### config.mk
export PLATFORM = sky130hd
export DESIGN_NAME = uls_ctl
export DESIGN_NICKNAME = d
export VERILOG_FILES = /design/src/hdl/uls_pkg.sv /design/src/hdl/uls_bit_cnt.sv /design/src/hdl/uls_ctl.sv
export SDC_FILE = /design/constraint.sdc
export NUM_CORES = 1
export LEC_CHECK = 0
export ABC_CLOCK_PERIOD_IN_PS = 4610
export BUFFER_PORTS_ARGS = -buffer_cell sky130_fd_sc_hd__buf_2
export CAP_MARGIN = 25
export CORE_MARGIN = 2
export CORE_UTILIZATION = 25
export DETAILED_ROUTE_END_ITERATION = 7
export RECOVER_POWER = 50
export SLEW_MARGIN = 15
export SYNTH_ARGS = -nofsm -noshare
export SYNTH_HDL_FRONTEND = slang
export SYNTH_SLANG_ARGS = --single-unit
### constraint.sdc
create_clock -name pclk -period 4.61 [get_ports pclk]
set_clock_uncertainty 0.15 [all_clocks]
set_input_delay 0.2305 -clock pclk [delete_from_list [all_inputs] [get_ports pclk]]
set_output_delay 0.2305 -clock pclk [all_outputs]
set_load 0.02 [all_outputs]
### src/hdl/uls_pkg.sv
/*
  Package for the extended status/control slice of the serial interface:
  register offsets, field positions, reset values, bit-time counts and
  the packed carriers shared by the slice and the bench.
  Assumes byte addresses on a 32-bit APB with one register per word.
*/
`default_nettype none
package uls_pkg;
  // ******************************
  // register offsets
  // ******************************
  localparam logic [7:0] ULS_STAT2_ADDR = 8'h00;
  localparam logic [7:0] ULS_CTL3_ADDR = 8'h04;
  localparam logic [7:0] ULS_AUX_ADDR = 8'h08;
  localparam logic [7:0] ULS_IRQ_STAT_ADDR = 8'h0c;
  localparam logic [7:0] ULS_IRQ_CLR_ADDR = 8'h10;
  localparam logic [7:0] ULS_IRQ_EN_ADDR = 8'h14;
  // ******************************
  // field positions
  // ******************************
  localparam int S2_LBK = 7;
  localparam int S2_EDGE = 6;
  localparam int S2_RX_INVERT = 4;
  localparam int S2_WID = 3;
  localparam int S2_LONG_BREAK_TX = 2;
  localparam int S2_LIN_BRK_DET_EN = 1;
  localparam int S2_RAF = 0;
  localparam int C3_R9 = 7;
  localparam int C3_T9 = 6;
  localparam int C3_DIR = 5;
  localparam int C3_TX_INVERT = 4;
  localparam int C3_OVERRUN_IRQ_EN = 3;
  localparam int C3_NOISE_IRQ_EN = 2;
  localparam int C3_FRAMING_IRQ_EN = 1;
  localparam int C3_PARITY_IRQ_EN = 0;
  localparam int AUX_NINE = 0;
  localparam int AUX_STBY = 1;
  localparam int AUX_LOOP = 2;
  localparam int AUX_RX_SRC_SEL = 3;
  localparam int EV_LBK = 0;
  localparam int EV_EDGE = 1;
  localparam int EV_IDLE = 2;
  // ******************************
  // reset values and bit-time counts
  // ******************************
  localparam logic [7:0] ULS_REG_RST = 8'h00;
  localparam logic [3:0] ULS_CHAR_BITS = 4'ha;
  localparam logic [3:0] ULS_LONG_BRK_EXTRA = 4'h3;
  // ******************************
  // carriers
  // ******************************
  typedef struct packed {
    logic done;
    logic ninth;
    logic stop_bit;
    logic parity_err;
    logic noise;
  } uls_rx_char_t;
  typedef struct packed {
    logic rx_full;
    logic framing;
    logic parity;
    logic noise;
    logic overrun;
    logic idle;
  } uls_err_flags_t;
endpackage
`default_nettype wire

### src/hdl/uls_bit_cnt.sv
/*
  Bit-time counter: counts bit ticks while run is high and gives a
  one-cycle pulse when the count reaches limit; saturates there.
  Assumes tick is a single-cycle pulse on pclk from the baud generator.
*/
`timescale 1ns/1ps
`default_nettype none
module uls_bit_cnt #(
  parameter int W = 4
) (
  // clock and reset
  input wire logic pclk,
  input wire logic presetn,
  input wire logic ce,
  // control
  input wire logic run,
  input wire logic tick,
  input wire logic [W-1:0] limit,
  // result
  output logic hit_q
);
  import uls_pkg::*;
  typedef struct packed {
    logic [W-1:0] cnt;
    logic hit;
  } uls_cnt_state_t;
  uls_cnt_state_t s;
  uls_cnt_state_t n;
  always_comb
  begin
    n = s;
    n.hit = 1'b0;
    if (!run)
    begin
      n.cnt = '0;
    end
    else if (tick && (s.cnt != limit))
    begin
      n.cnt = W'(s.cnt + 1'b1);
      n.hit = (W'(s.cnt + 1'b1) == limit);
    end
  end
  always_ff @(posedge pclk or negedge presetn)
  begin
    if (!presetn)
      s <= '0;
    else if (ce)
      s <= n;
  end
  assign hit_q = s.hit;
endmodule
`default_nettype wire

### src/hdl/uls_ctl.sv
/*
  Extended status/control slice of an asynchronous serial interface:
  LIN break detect, active-edge detect, polarity inversion, receiver
  active, wake-idle, break length, ninth bits, single-wire direction and
  error interrupt enables, reached over APB.
  Assumes the baud generator gives bit_tick and the shifters report
  characters and take loads on the same pclk; rx_pin, tx_pin_i are async.
*/
// Chosen here: the placing of the registers and the APB slave port.
// Function
// - enabled LIN break detection sets lin_brk_flag; writing one clears it
// - active rx edge sets rx_edge_flag, falling or rising per rx_invert
// - rx_invert inverts every received level, break and idle included
// - in standby, waking idle sets idle flag only if wake_idle_sets_idle
// - tx break lasts 10/11 or 13/14 bit times, framing check untouched
// - break detect threshold 10/11 bit times, 11/12 with lin_brk_det_en
// - lin_brk_det_en blocks framing error and rx_full_flag from setting
// - rx_active_flag set at start bit, cleared when idle line seen
// - tx load takes ninth_tx_bit as msb; the bit keeps its value
// - single-wire mode: tx pin direction follows single_wire_tx_dir
// - tx_invert inverts everything driven on tx pin
// - overrun flag with overrun_irq_en requests an interrupt
// - noise flag with noise_irq_en requests an interrupt
// - framing flag with framing_irq_en requests an interrupt
// - parity flag with parity_irq_en requests an interrupt
// - stop bit sampled low sets framing error with rx_full_flag
`timescale 1ns/1ps
`default_nettype none
module uls_ctl (
  // clock, reset, clock enable
  input wire logic pclk,
  input wire logic presetn,
  input wire logic ce,
  // apb slave
  input wire logic psel,
  input wire logic penable,
  input wire logic pwrite,
  input wire logic [7:0] paddr,
  input wire logic [31:0] pwdata,
  output logic [31:0] prdata,
  output logic pready,
  output logic pslverr,
  // baud generator and shifters
  input wire logic bit_tick,
  input wire uls_pkg::uls_rx_char_t rx_char,
  input wire logic data_rd,
  input wire logic tx_wr,
  input wire logic [7:0] tx_data,
  input wire logic brk_req,
  input wire logic tx_serial,
  output logic rx_line,
  output logic [8:0] shift_word,
  output logic shift_load,
  output uls_pkg::uls_err_flags_t err_flags,
  output logic tx_brk_busy,
  // pins
  input wire logic rx_pin,
  input wire logic tx_pin_i,
  output logic tx_pin_o,
  output logic tx_pin_oe,
  // interrupts
  output logic err_irq,
  output logic ev_irq
);
  import uls_pkg::*;
  // ******************************
  // state
  // ******************************
  typedef struct packed {
    logic [7:0] s2;
    logic [7:0] c3;
    logic [3:0] aux;
    logic [2:0] ev;
    logic [2:0] ev_en;
    uls_err_flags_t fl;
    logic [1:0] rx_sync;
    logic [1:0] tx_sync;
    logic rx_prev;
    logic rx_raw_prev;
    logic brk_on;
    logic [8:0] sw;
    logic load;
    logic txo;
    logic txoe;
    logic err_irq;
    logic ev_irq;
    logic [31:0] prdata;
    logic pready;
    logic pslverr;
  } uls_state_t;
  uls_state_t s;
  uls_state_t n;
  logic nine;
  logic single_wire;
  logic rx_raw;
  logic rx_cur;
  logic act_edge;
  logic rx_brk_hit;
  logic idle_hit;
  logic tx_brk_hit;
  logic [3:0] rx_brk_lim;
  logic [3:0] idle_lim;
  logic [3:0] tx_brk_lim;
  logic acc;
  logic wr;
  logic map_hit;
  logic [7:0] rd;
  logic idle_ev;
  // ******************************
  // receive line and limits
  // ******************************
  assign nine = s.aux[AUX_NINE];
  assign single_wire = s.aux[AUX_LOOP] & s.aux[AUX_RX_SRC_SEL];
  // loop without rx_src_sel listens to our own driven level
  assign rx_raw = single_wire ? s.tx_sync[1] : (s.aux[AUX_LOOP] ? s.txo : s.rx_sync[1]);
  assign rx_cur = rx_raw ^ s.s2[S2_RX_INVERT];
  // edge taken on the pin level, so a write to rx_invert alone is no edge
  assign act_edge = s.s2[S2_RX_INVERT] ? (rx_raw & ~s.rx_raw_prev)
    : (~rx_raw & s.rx_raw_prev);
  assign rx_brk_lim = 4'(ULS_CHAR_BITS + {3'h0, nine} + {3'h0, s.s2[S2_LIN_BRK_DET_EN]});
  assign idle_lim = 4'(ULS_CHAR_BITS + {3'h0, nine});
  assign tx_brk_lim = 4'(ULS_CHAR_BITS + {3'h0, nine}
    + (s.s2[S2_LONG_BREAK_TX] ? ULS_LONG_BRK_EXTRA : 4'h0));
  // ******************************
  // bit-time counters
  // ******************************
  // the counters saturate at their limit, so a long low line flags once
  uls_bit_cnt #(.W(4)) u_rx_brk (
    .pclk(pclk),
    .presetn(presetn),
    .ce(ce),
    .run(~rx_cur),
    .tick(bit_tick),
    .limit(rx_brk_lim),
    .hit_q(rx_brk_hit)
  );
  uls_bit_cnt #(.W(4)) u_idle (
    .pclk(pclk),
    .presetn(presetn),
    .ce(ce),
    .run(rx_cur),
    .tick(bit_tick),
    .limit(idle_lim),
    .hit_q(idle_hit)
  );
  uls_bit_cnt #(.W(4)) u_tx_brk (
    .pclk(pclk),
    .presetn(presetn),
    .ce(ce),
    .run(s.brk_on),
    .tick(bit_tick),
    .limit(tx_brk_lim),
    .hit_q(tx_brk_hit)
  );
  // ******************************
  // bus decode and read mux
  // ******************************
  // pready of the last cycle marks the access edge, so each access is taken once
  assign acc = psel & penable & ~s.pready;
  assign wr = psel & penable & s.pready & pwrite;
  assign idle_ev = idle_hit & s.s2[S2_RAF];
  always_comb
  begin
    map_hit = 1'b1;
    rd = 8'h00;
    case (paddr)
      ULS_STAT2_ADDR: rd = s.s2;
      ULS_CTL3_ADDR: rd = s.c3;
      ULS_AUX_ADDR: rd = {4'h0, s.aux};
      ULS_IRQ_STAT_ADDR: rd = {5'h00, s.ev};
      ULS_IRQ_CLR_ADDR: rd = 8'h00;
      ULS_IRQ_EN_ADDR: rd = {5'h00, s.ev_en};
      default: map_hit = 1'b0;
    endcase
  end
  // ******************************
  // next state
  // ******************************
  always_comb
  begin
    n = s;
    n.rx_sync = {s.rx_sync[0], rx_pin};
    n.tx_sync = {s.tx_sync[0], tx_pin_i};
    n.rx_prev = rx_cur;
    n.rx_raw_prev = rx_raw;
    // one wait state keeps every bus output on a flop
    n.pready = acc;
    n.pslverr = acc & ~map_hit;
    if (acc)
      n.prdata = {24'h000000, rd};
    if (wr && paddr == ULS_STAT2_ADDR)
    begin
      n.s2[S2_LBK] = s.s2[S2_LBK] & ~pwdata[S2_LBK];
      n.s2[S2_EDGE] = s.s2[S2_EDGE] & ~pwdata[S2_EDGE];
      n.s2[S2_RX_INVERT:S2_LIN_BRK_DET_EN] = pwdata[S2_RX_INVERT:S2_LIN_BRK_DET_EN];
    end
    if (wr && paddr == ULS_CTL3_ADDR)
      n.c3[C3_T9:C3_PARITY_IRQ_EN] = pwdata[C3_T9:C3_PARITY_IRQ_EN];
    if (wr && paddr == ULS_AUX_ADDR)
      n.aux = pwdata[3:0];
    if (wr && paddr == ULS_IRQ_CLR_ADDR)
      n.ev = s.ev & ~pwdata[2:0];
    if (wr && paddr == ULS_IRQ_EN_ADDR)
      n.ev_en = pwdata[2:0];
    // data read ends the clearing sequence; a new char the same cycle wins
    if (data_rd)
      n.fl = '0;
    // hardware sets come last so a set beats a clear in the same cycle
    if (rx_brk_hit && s.s2[S2_LIN_BRK_DET_EN])
    begin
      n.s2[S2_LBK] = 1'b1;
      n.ev[EV_LBK] = 1'b1;
    end
    // idle line closes a frame; a start in the same cycle opens the next
    if (idle_hit)
      n.s2[S2_RAF] = 1'b0;
    if (act_edge)
    begin
      n.s2[S2_EDGE] = 1'b1;
      n.ev[EV_EDGE] = 1'b1;
      n.s2[S2_RAF] = 1'b1;
    end
    if (idle_ev)
    begin
      n.ev[EV_IDLE] = 1'b1;
      if (!s.aux[AUX_STBY] || s.s2[S2_WID])
        n.fl.idle = 1'b1;
      n.aux[AUX_STBY] = 1'b0;
    end
    if (rx_char.done && !s.s2[S2_LIN_BRK_DET_EN])
    begin
      if (s.fl.rx_full && !data_rd)
        n.fl.overrun = 1'b1;
      else
      begin
        n.fl.rx_full = 1'b1;
        n.fl.framing = ~rx_char.stop_bit;
        n.fl.parity = rx_char.parity_err;
        n.fl.noise = rx_char.noise;
        n.c3[C3_R9] = rx_char.ninth & nine;
      end
    end
    // transmit side
    n.load = tx_wr;
    if (tx_wr)
      n.sw = {s.c3[C3_T9] & nine, tx_data};
    // a break request while one runs is dropped, not queued
    if (brk_req && !s.brk_on)
      n.brk_on = 1'b1;
    if (tx_brk_hit)
      n.brk_on = 1'b0;
    n.txo = (s.brk_on ? 1'b0 : tx_serial) ^ s.c3[C3_TX_INVERT];
    n.txoe = ~single_wire | s.c3[C3_DIR];
    // enabled flags of the last cycle, so the request lags a clear by one
    n.err_irq = (s.fl.overrun & s.c3[C3_OVERRUN_IRQ_EN])
      | (s.fl.noise & s.c3[C3_NOISE_IRQ_EN])
      | (s.fl.framing & s.c3[C3_FRAMING_IRQ_EN])
      | (s.fl.parity & s.c3[C3_PARITY_IRQ_EN]);
    n.ev_irq = |(s.ev & s.ev_en);
  end
  always_ff @(posedge pclk or negedge presetn)
  begin
    if (!presetn)
    begin
      s <= '0;
      s.s2 <= ULS_REG_RST;
      s.c3 <= ULS_REG_RST;
      // sync flops and pin history start at the idle level: no false edge
      s.rx_sync <= 2'h3;
      s.tx_sync <= 2'h3;
      s.rx_prev <= 1'b1;
      s.rx_raw_prev <= 1'b1;
      s.txo <= 1'b1;
      s.txoe <= 1'b1;
    end
    else if (ce)
      s <= n;
  end
  // ******************************
  // outputs
  // ******************************
  assign prdata = s.prdata;
  assign pready = s.pready;
  assign pslverr = s.pslverr;
  assign rx_line = s.rx_prev;
  assign shift_word = s.sw;
  assign shift_load = s.load;
  assign err_flags = s.fl;
  assign tx_brk_busy = s.brk_on;
  assign tx_pin_o = s.txo;
  assign tx_pin_oe = s.txoe;
  assign err_irq = s.err_irq;
  assign ev_irq = s.ev_irq;
  // ******************************
  // checks
  // ******************************
  // ticks counted while a break is on the line, apart from the counter
  logic [3:0] brk_ticks_q;
  always_ff @(posedge pclk or negedge presetn)
  begin
    if (!presetn)
      brk_ticks_q <= 4'h0;
    else if (ce && !s.brk_on)
      brk_ticks_q <= 4'h0;
    else if (ce && bit_tick && brk_ticks_q != 4'hf)
      brk_ticks_q <= 4'(brk_ticks_q + 1'b1);
  end
endmodule
`default_nettype wire

== Yosys cells after proc, flatten, opt, wreduce, memory -nomap -nowiden ==
Cells that the tools add are included.

* Bits in registers: 77
* Bits of input ports: 66
* Output and inout bits: 56
* Word-level logic and storage cells: 174

* Add/sub/neg operators: 6
* Equality and inequality tests: 13
* Mux-type cells: 35
* Bitwise gates (word level): 35
* Reductions and logical operators: 47

{| class="wikitable"
|+ Operators by type and width
! operator !! number
|-
| $pmux W8 S5 || 1
|-
| $reduce_and A2 Y1 || 17
|-
| $mux W1 || 21
|-
| $mux W5 || 4
|-
| $reduce_bool A2 Y1 || 9
|-
| $and A1 B1 Y1 || 17
|-
| $eq A8 B4 Y1 const B || 2
|-
| $eq A8 B5 Y1 const B || 2
|-
| $mux W4 || 4
|-
| $add A4 B1 Y4 const B || 3
|-
| $eq A4 B4 Y1 || 3
|-
| $logic_and A1 B1 Y1 || 12
|-
| $ne A4 B4 Y1 || 3
|-
| $not A1 Y1 || 9
|-
| $eq A8 B3 Y1 const B || 1
|-
| $logic_not A8 Y1 || 1
|-
| $and A3 B3 Y3 || 2
|-
| $mux W2 || 3
|-
| $mux W6 || 1
|-
| $reduce_or A6 Y1 || 1
|-
| $add A4 B1 Y4 || 1
|-
| $add A4 B1 Y4 const A || 1
|-
| $add A4 B2 Y4 || 1
|-
| $logic_not A1 Y1 || 4
|-
| other kinds (9) || 13
|}

== Longest topological paths before layout ==
Gate-level depths: netlist of the first run.

* Depth after elaboration: 7
* Gate-level depth with buffers: 7
* Depth with buffers taken out: 6

== Hierarchy ==
From an unflattened synthesis of the first run, not the netlist that was laid out.

* Cells, all modules: 391
* Area, all modules: 4296.6 um^2

{| class="wikitable"
|+ By module, submodules not included
! module !! instances !! cells an instance !! area each (um^2) !! sequential area each (um^2)
|-
| uls_ctl || 1 || 292 || 3215.6 || 1561.5
|-
| uls_bit_cnt || 3 || 33 || 360.3 || 125.1
|}

== Worst setup path before layout of the first run ==
Ideal clock, no wire load.

* Path kind: register to register
* Start point: register s (netlist bit nine)
* End point: register u_tx_brk.s[1] in the netlist's numbering
* Setup time: 0.090 ns
* Arrival time: 1.745 ns
* Data required time: 4.370 ns
* Setup slack: 2.625 ns
* Stages on the path, launching flop included: 8
* Buffers on the path: 1
* Clock period less this slack: 1.985 ns
* Cell sequence: dfrtp_1 -> clkbuf_1 -> inv_1 -> ha_1 -> xor2_1 -> o2111ai_1 -> and2_1 -> o221ai_1

* Cells in the longest elaborated chain, start to end: 6

{| class="wikitable"
|+ Ends and longest elaborated chain
! item !! RTL line !! text
|-
| start: declaration || uls_ctl.sv:91 || <nowiki>uls_state_t s;</nowiki>
|-
| start signal: assignment || uls_ctl.sv:277 || <nowiki>s <= n;</nowiki>
|-
| $add A4 B1 Y4 || uls_ctl.sv:122 || <nowiki>assign tx_brk_lim = 4'(ULS_CHAR_BITS + {3'h0, nine}</nowiki>
|-
| $add A4 B2 Y4 || uls_ctl.sv:123 || <nowiki>+ (s.s2[S2_LONG_BREAK_TX] ? ULS_LONG_BRK_EXTRA : 4'h0));</nowiki>
|-
| $ne A4 B4 Y1 || uls_bit_cnt.sv:37 || <nowiki>else if (tick && (s.cnt != limit))</nowiki>
|-
| $logic_and A1 B1 Y1 || uls_bit_cnt.sv:37 ||
|-
| $ne A2 B1 Y1 (no line) || n/a ||
|-
| $reduce_and A2 Y1 (no line) || n/a ||
|-
| end signal: assignment || uls_bit_cnt.sv:48 || <nowiki>s <= n;</nowiki>
|-
| end: declaration || uls_bit_cnt.sv:27 || <nowiki>uls_cnt_state_t s;</nowiki>
|}

No other way between the ends.
A chain may end at the register's enable or synchronous reset.

== Worst setup path after layout of the first run ==
* Start point: input ce
* End point: register s (netlist bit prdata[4])

* Cells in the longest elaborated chain, start to end: 1

{| class="wikitable"
|+ Ends and longest elaborated chain
! item !! RTL line !! text
|-
| start: declaration || uls_ctl.sv:33 || <nowiki>input wire logic ce,</nowiki>
|-
| $reduce_and A2 Y1 (no line) || n/a ||
|}

No other way between the ends.

==> results of run 1 <==
==> layout by cell type (no fill, tap or decap), types with 9 or more instances in the layout <==
master / synthesis / layout
dfrtp_1: 69 / 69
buf_2: 4 / 66
nand2_1: 38 / 38
mux2_2: 29 / 29
conb_1: 1 / 24
o21ai_0: 23 / 23
dlygate4sd3_1: 0 / 18
nor2_1: 12 / 12
nand3_1: 12 / 12
inv_1: 11 / 11
a21oi_1: 11 / 11
mux2i_1: 9 / 9
nand4_1: 9 / 9
clkbuf_16: 0 / 9
==> how the worst max path moves through the flow <==
stage                           endpoint  startpoint  cells after the start  slack (ps)
after global placement             s[80]    paddr[1]                      5        2250
final                          prdata[4]          ce                      6        1560
after floorplan            u_tx_brk.s[1]        nine                      7        2620
after CTS                 u_rx_brk.hit_q    tx_pin_o                      4        2370
after global routing           prdata[7]          ce                      6        1190
after detailed placement           s[83]    paddr[1]                      5        2260
==> power groups by stage <==
| stage | clock (mW) | sequential (mW) | combinational (mW) |
|---|---|---|---|
| after CTS | 0.748 | 0.808 | 0.361 |
| final | 0.735 | 0.809 | 0.355 |
| after global routing | 0.784 | 0.820 | 0.397 |
| after detailed placement | 0 | 0.820 | 0.347 |
| after floorplan | 0 | 0.812 | 0.278 |
| after global placement | 0 | 0.816 | 0.339 |
==> cell type report <==
type	instances	area, sq um
fill	1765	12000
multi-input combinational	279	1990
sequential	77	1940
timing repair buffer	93	546
tap	225	282
clock buffer	10	239
clock inverter	6	70.1
inverter	11	41.3
==> cells by family after synthesis <==
kind of cell    synth area share
flops                      0.448
xor+xnor                  0.0243
compound gates             0.132
fa+ha+maj                 0.0174
buf+inv                    0.111
mux                        0.115
simple gates               0.150
other cells             0.000867
==> registers in the layout (all words and copies together) (netlist names), 2 cells and up <==
name	count
s	27
shift_word	9
prdata	8
err_flags	6
u_idle.s	4
u_rx_brk.s	4
u_tx_brk.s	4
n	2
==> per-stage QoR <==
stage / util / setup WS (ps) / instances / cell area, sq um / hold slack [ps]
floorplan: - / 2620 / 431 / 4410 / -215
global route: 0.298 / 1190 / 701 / 5100 / 0.774
CTS: 0.299 / 2370 / 700 / 5110 / 1.24
finish: 0.298 / 1560 / 701 / 5100 / 8.56
global placement: 0.270 / 2250 / 666 / 4630 / 263
detailed placement: 0.270 / 2260 / 666 / 4630 / 275
==> repair_timing <==
item                                   in CTS  in global routing
hold buffers                               18                  0
setup buffers                               0                  0
endpoints found under the hold margin      87                  0
==> per-layer routing <==
| metal | wire length (um) | global-route usage |
|---|---|---|
| met1 | 4360 | 0.139 |
| met2 | 5180 | 0.201 |
| met3 | 488 | 0.0273 |
| met4 | 141 | 0.0330 |
| met5 | 0 | 0 |
==> impl_results.md, run 1 <==
* Post-layout min period at 3050 ps
* 1st-iter DRT viols at 185
* Startpoint Class: input pin
* Remaining Overflow, GRT at 0
* Largest net degree at the start of global routing at 78
* Avg Cell Area, Syn at 10.6 sq um
* Crit-path max FO at 38
* WP data required at 4710 ps
* Flop2flop setup slack at 2370 ps
* MaxCap Viol Count at 2
* Seq cells post-synth at 77
* CP Cell Sequence: clkbuf_1, clkbuf_1, nand4b_1, nor2_1, nand2_1, o21ai_0
* Synth cell types at 60
* Die Span X at 135 um
* Slew Limit Fails at 101
* Proportion of power drawn by flip-flops and latches at 0.426
* Period Utilization, post-route at 0.661
* Drt wl/cell at 14.5 um
* Worst Path Arrival at 3150 ps
* Final Power at 1.90 mW
* Worst min-delay path class: input pin to flip-flop
* Hold depth at 2
* RSZ-0062 raised after global routing: no
* Final setup fails at 0
* Initial core utilization at 0.253
* CP Capture Type: flip-flop
* CP most frequent cell: clkbuf_1
* # DRC at 0
* Synthesized area at 4320 sq um
* CTS sink count at 77
* Clock Pin Slew Worst Setup and Hold Paths at 60 ps
* Sequential area share after synthesis at 0.448
* Core area at 17100 sq um
* Number of buffers created by CTS at 9
* Share of cells above drive strength 1 at 0.273
* Final setup TNS at 0 ps
* Drt pass-1 iters at 4
* Switching fraction of total power at 0.300
* First-pass GRT wire length at 16400 um
* Synth top cells by count: dfrtp_1 (69), buf_4 (47), nand2_1 (38)
* R2r endpoint: u_rx_brk.hit_q
* Pwr dens at 372 nW/um^2
* Post-cts resize count at 0
* Main flop type after synthesis: dfrtp_1
* Top-area cell type share of the netlist area at 0.399
* EDFF count, synth at 0
* Die Y at 135 um
* Worst reg2reg path depth at 4
* Total wire length at 10200 um
* HPWL after DPL at 7190 um
* P_leak at 2.36 nW
* Worst Hold Path EP: s[77]
* Clock Tree Buf Depth at 2
* PortBufs at 73
* CP max-delay cell: clkbuf_1
* Nets at 543
* Combinational share of power at 0.187
* # IOs at 122
* Vias in the first global route at 3197
* CP Class: input pin to flip-flop
* Outcome: finished, violations left
* Via/cell ratio at 4.62
* Synth top area cells: dfrtp_1 (40%), buf_4 (8.2%), mux2_2 (7.6%), dfstp_2 (4.9%), nand2_1 (3.3%)
* Diodes inserted at 0
* Syn Inst Count at 408
* Initial antenna violation count at 0
* Via count at 3236
* Synth warn at 0
* CTS Root Cell: clkbuf_16
* Final ANT Viol Nets at 0
* Violated checks: capacitance limit, slew limit
* Fmax at 328 MHz
* Worst VDD drop at 0.000136 V
* Worst slew margin at -0.211
* Final Wtd Congestion at 0.745
* Clock share of power at 0.387
* Min-delay src: pwdata[6]
* Die footprint at 18400 sq um
* Post-synth ARST share at 1.00
* Slew @ Worst Pin at 1820 ps
* Crit path largest cell delay at 1310 ps
* CTS tree: yes
* Top delay family on crit path: buffers and inverters
* Worst path buffer plus inverter count at 2
* Most common cell in the netlist: dfrtp_1
* P_sw at 569 uW
* Clk Latency, worst-skew pair at 340 ps
* Core Rows at 48
* Cell accounting for the most synthesized area: dfrtp_1
* Layout area overhead at 18.1%
* GRT Util Overall at 0.114
* H-tree lvl count at 3
* Int Power at 1.33 mW
* Count of final hold-check violations at 0
* FF-to-FF Start: s[69]
No activity file was read; power rests on OpenSTA's default activity.
==> run 2: changes to the inputs <==
--- a/config.mk
+++ b/config.mk
@@ -5,7 +5,7 @@
 export SDC_FILE = /design/constraint.sdc
 export NUM_CORES = 1
 export LEC_CHECK = 0
-export ABC_CLOCK_PERIOD_IN_PS = 4610
+export ABC_CLOCK_PERIOD_IN_PS = 2800
 export BUFFER_PORTS_ARGS = -buffer_cell sky130_fd_sc_hd__buf_2
 export CAP_MARGIN = 25
 export CORE_MARGIN = 2
==> constraint.sdc (replaced) <==
create_clock -name pclk -period 2.8 [get_ports pclk]
set_clock_uncertainty 0.15 [all_clocks]
set_input_delay 0.14 -clock pclk [delete_from_list [all_inputs] [get_ports pclk]]
set_output_delay 0.14 -clock pclk [all_outputs]
set_load 0.02 [all_outputs]
==> impl_results.md, run 2 (synthesis results as in run 1) <==
* Outcome: complete, no violations (was finished, violations left)
* Initial antenna violation count at 1 (was 0)
* Slew @ Worst Pin at 1150 ps (was 1820 ps)
* Count of final hold-check violations at 0 (unchanged)
* Initial core utilization at 0.253 (unchanged)
* Commonest non-fill, non-tap cells in the layout: dfrtp_1 (69), buf_2 (64), nand2_1 (38) (was dfrtp_1 (69), buf_2 (66), nand2_1 (38))
* Worst Hold Path EP: s[86] (was s[77])
* CP Cell Sequence: buf_2, clkbuf_1, and3b_1, a21boi_1, mux2i_1 (was clkbuf_1, clkbuf_1, nand4b_1, nor2_1, nand2_1, o21ai_0)
* 1st-iter DRT viols at 143 (was 185)
* Period Utilization, post-route at 0.795
* Postcts setup bufs at 0 (unchanged)
* Final Wtd Congestion at 0.769 (was 0.745)
* R2r endpoint: u_rx_brk.hit_q (unchanged)
* Max reg flops at 27 (unchanged)
* Clock Tree Buf Depth at 2 (unchanged)
* Clock Pin Slew Worst Setup and Hold Paths at 60 ps (about the same)
* CTS tree: yes (unchanged)
* Fillcell total at 1749 (was 1765)
* CP Class: input pin to flip-flop (unchanged)
* Largest net degree at the start of global routing at 78 (unchanged)
* Clk Latency, worst-skew pair at 330 ps (was 340 ps)
* Layout area overhead at 20.0% (was 18.1%)
* Min-delay src: pwdata[7] (was pwdata[6])
* Final Power at 3.12 mW (was 1.90 mW)
* P_leak at 2.38 nW (was 2.36 nW)
* WP data required at 2900 ps (was 4710 ps)
* Die footprint at 18400 sq um (unchanged)
* Remaining Overflow, GRT at 0 (unchanged)
* Via/cell ratio at 4.60 (was 4.62)
* Die Span X at 135 um (unchanged)
* Crit path largest cell delay at 890 ps (was 1310 ps)
* Hold-fix buffers at CTS at 24 (was 18)
* First-pass GRT wire length at 16100 um (was 16400 um)
* Worst path buffer plus inverter count at 2 (unchanged)
* GRT Util Overall at 0.113 (was 0.114)
* Worst VDD drop at 0.000278 V (was 0.000136 V)
* Worst Path Arrival at 2330 ps (was 3150 ps)
* Crit-path max FO at 25 (was 38)
* Fmax at 449 MHz
* FF-to-FF Start: s[70] (was s[69])
* Reg with most FFs: s (unchanged)
* Hold depth at 3 (was 2)
* Flop2flop setup slack at 610 ps (was 2370 ps)
* Final setup fails at 0 (unchanged)
* Final setup TNS at 0 ps (unchanged)
* # DRC at 0 (unchanged)
* Worst slew margin at 0.235 (was -0.211)
* Pwr dens at 601 nW/um^2 (was 372 nW/um^2)
* RSZ-0062 raised after global routing: no (unchanged)
* Total wire length at 10300 um (was 10200 um)
* CTS Root Cell: clkbuf_16 (unchanged)
* Slew Limit Fails at 0 (was 101)
* Worst min-delay path class: input pin to flip-flop (unchanged)
* Diodes inserted at 0 (unchanged)
* Nets at 552 (was 543)
* Top delay family on crit path: buffers and inverters (unchanged)
* Post-cts resize count at 0 (unchanged)
* Core area at 17100 sq um (unchanged)
* Drt pass-1 iters at 4 (unchanged)
* Post-layout min period at 2220 ps
* CTS sink count at 77 (unchanged)
* H-tree lvl count at 3 (unchanged)
* Startpoint Class: input pin (unchanged)
* CP max-delay cell: clkbuf_1 (unchanged)
* Most common cell after layout, fill and taps aside: dfrtp_1 (unchanged)
* Share of cells above drive strength 1 at 0.270 (was 0.273)
* Final ANT Viol Nets at 0 (unchanged)
* CP Capture Type: flip-flop (unchanged)
* Worst reg2reg path depth at 4 (unchanged)
* Die Y at 135 um (unchanged)
* Multi-input gate area at 1990 sq um (unchanged)
* Number of buffers created by CTS at 9 (unchanged)
* Via count at 3267 (was 3236)
* MaxCap Viol Count at 0 (was 2)
* Seq. cell area at 1940 sq um (unchanged)
* HPWL after DPL at 7280 um (was 7190 um)
* Core Rows at 48 (unchanged)
* Vias in the first global route at 3112 (was 3197)
* PortBufs at 73 (unchanged)
* Drt wl/cell at 14.5 um (about the same)
* # IOs at 122 (unchanged)
[run 2: cell types whose count changed in the layout (fill, tap and decap cells not counted), sizes merged]
cell,delta
clkinv,-2
buf,+1
clkinvlp,+3
clkbuf,+2
dlygate4sd3,+6
inv,-1
[run 2: layout make-up]
type | count | share of cell area
Clock buffer | 10 | 0.0461
Sequential cell | 77 | 0.373
Inverter | 11 | 0.00796
Tap cell | 225 | 0.0543
Multi-Input combinational cell | 279 | 0.384
Clock inverter | 6 | 0.0135
Timing Repair Buffer | 102 | 0.121
[run 2: worst max-delay path by stage]
| stage | startpoint | endpoint | depth (start not counted) |
|---|---|---|---|
| global route | ce | s[78] | 6 |
| CTS | tx_pin_o | u_rx_brk.hit_q | 4 |
| finish | ce | err_flags[4] | 5 |
| floorplan | nine | u_tx_brk.s[1] | 7 |
| global placement | tx_pin_o | u_rx_brk.hit_q | 4 |
| detailed placement | tx_pin_o | u_rx_brk.hit_q | 4 |
[run 2: worst reg2reg max path, stage by stage, from the launching register on]
cell	delay [ps]
dfrtp_1	420
mux2i_1	520
a211o_1	330
nand4_1	250
o41ai_1	420
[run 2: power by group]
part | internal, mW | switching (mW) | total, mW
combinational | 0.252 | 0.344 | 0.597
clock | 0.719 | 0.468 | 1.19
sequential | 1.22 | 0.111 | 1.33
[run 2: layer usage]
layer / vias up / GRT usage / wire, um
met4: 2 / 0.0289 / 63
met5: - / 0 / 13
li1: 1545 / - / -
met2: 102 / 0.202 / 5310
met3: 6 / 0.0367 / 473
met1: 1612 / 0.131 / 4410
[run 2: stage by stage]
step	setup slack, ps	hold slack, ps	cells	utilization	instance area [sq um]
floorplan	815	-306	431	-	4410
global placement	646	173	669	0.272	4650
detailed placement	632	181	669	0.272	4650
CTS	598	3.25	709	0.304	5200
global route	332	4.50	710	0.303	5190
finish	575	13.6	710	0.303	5190
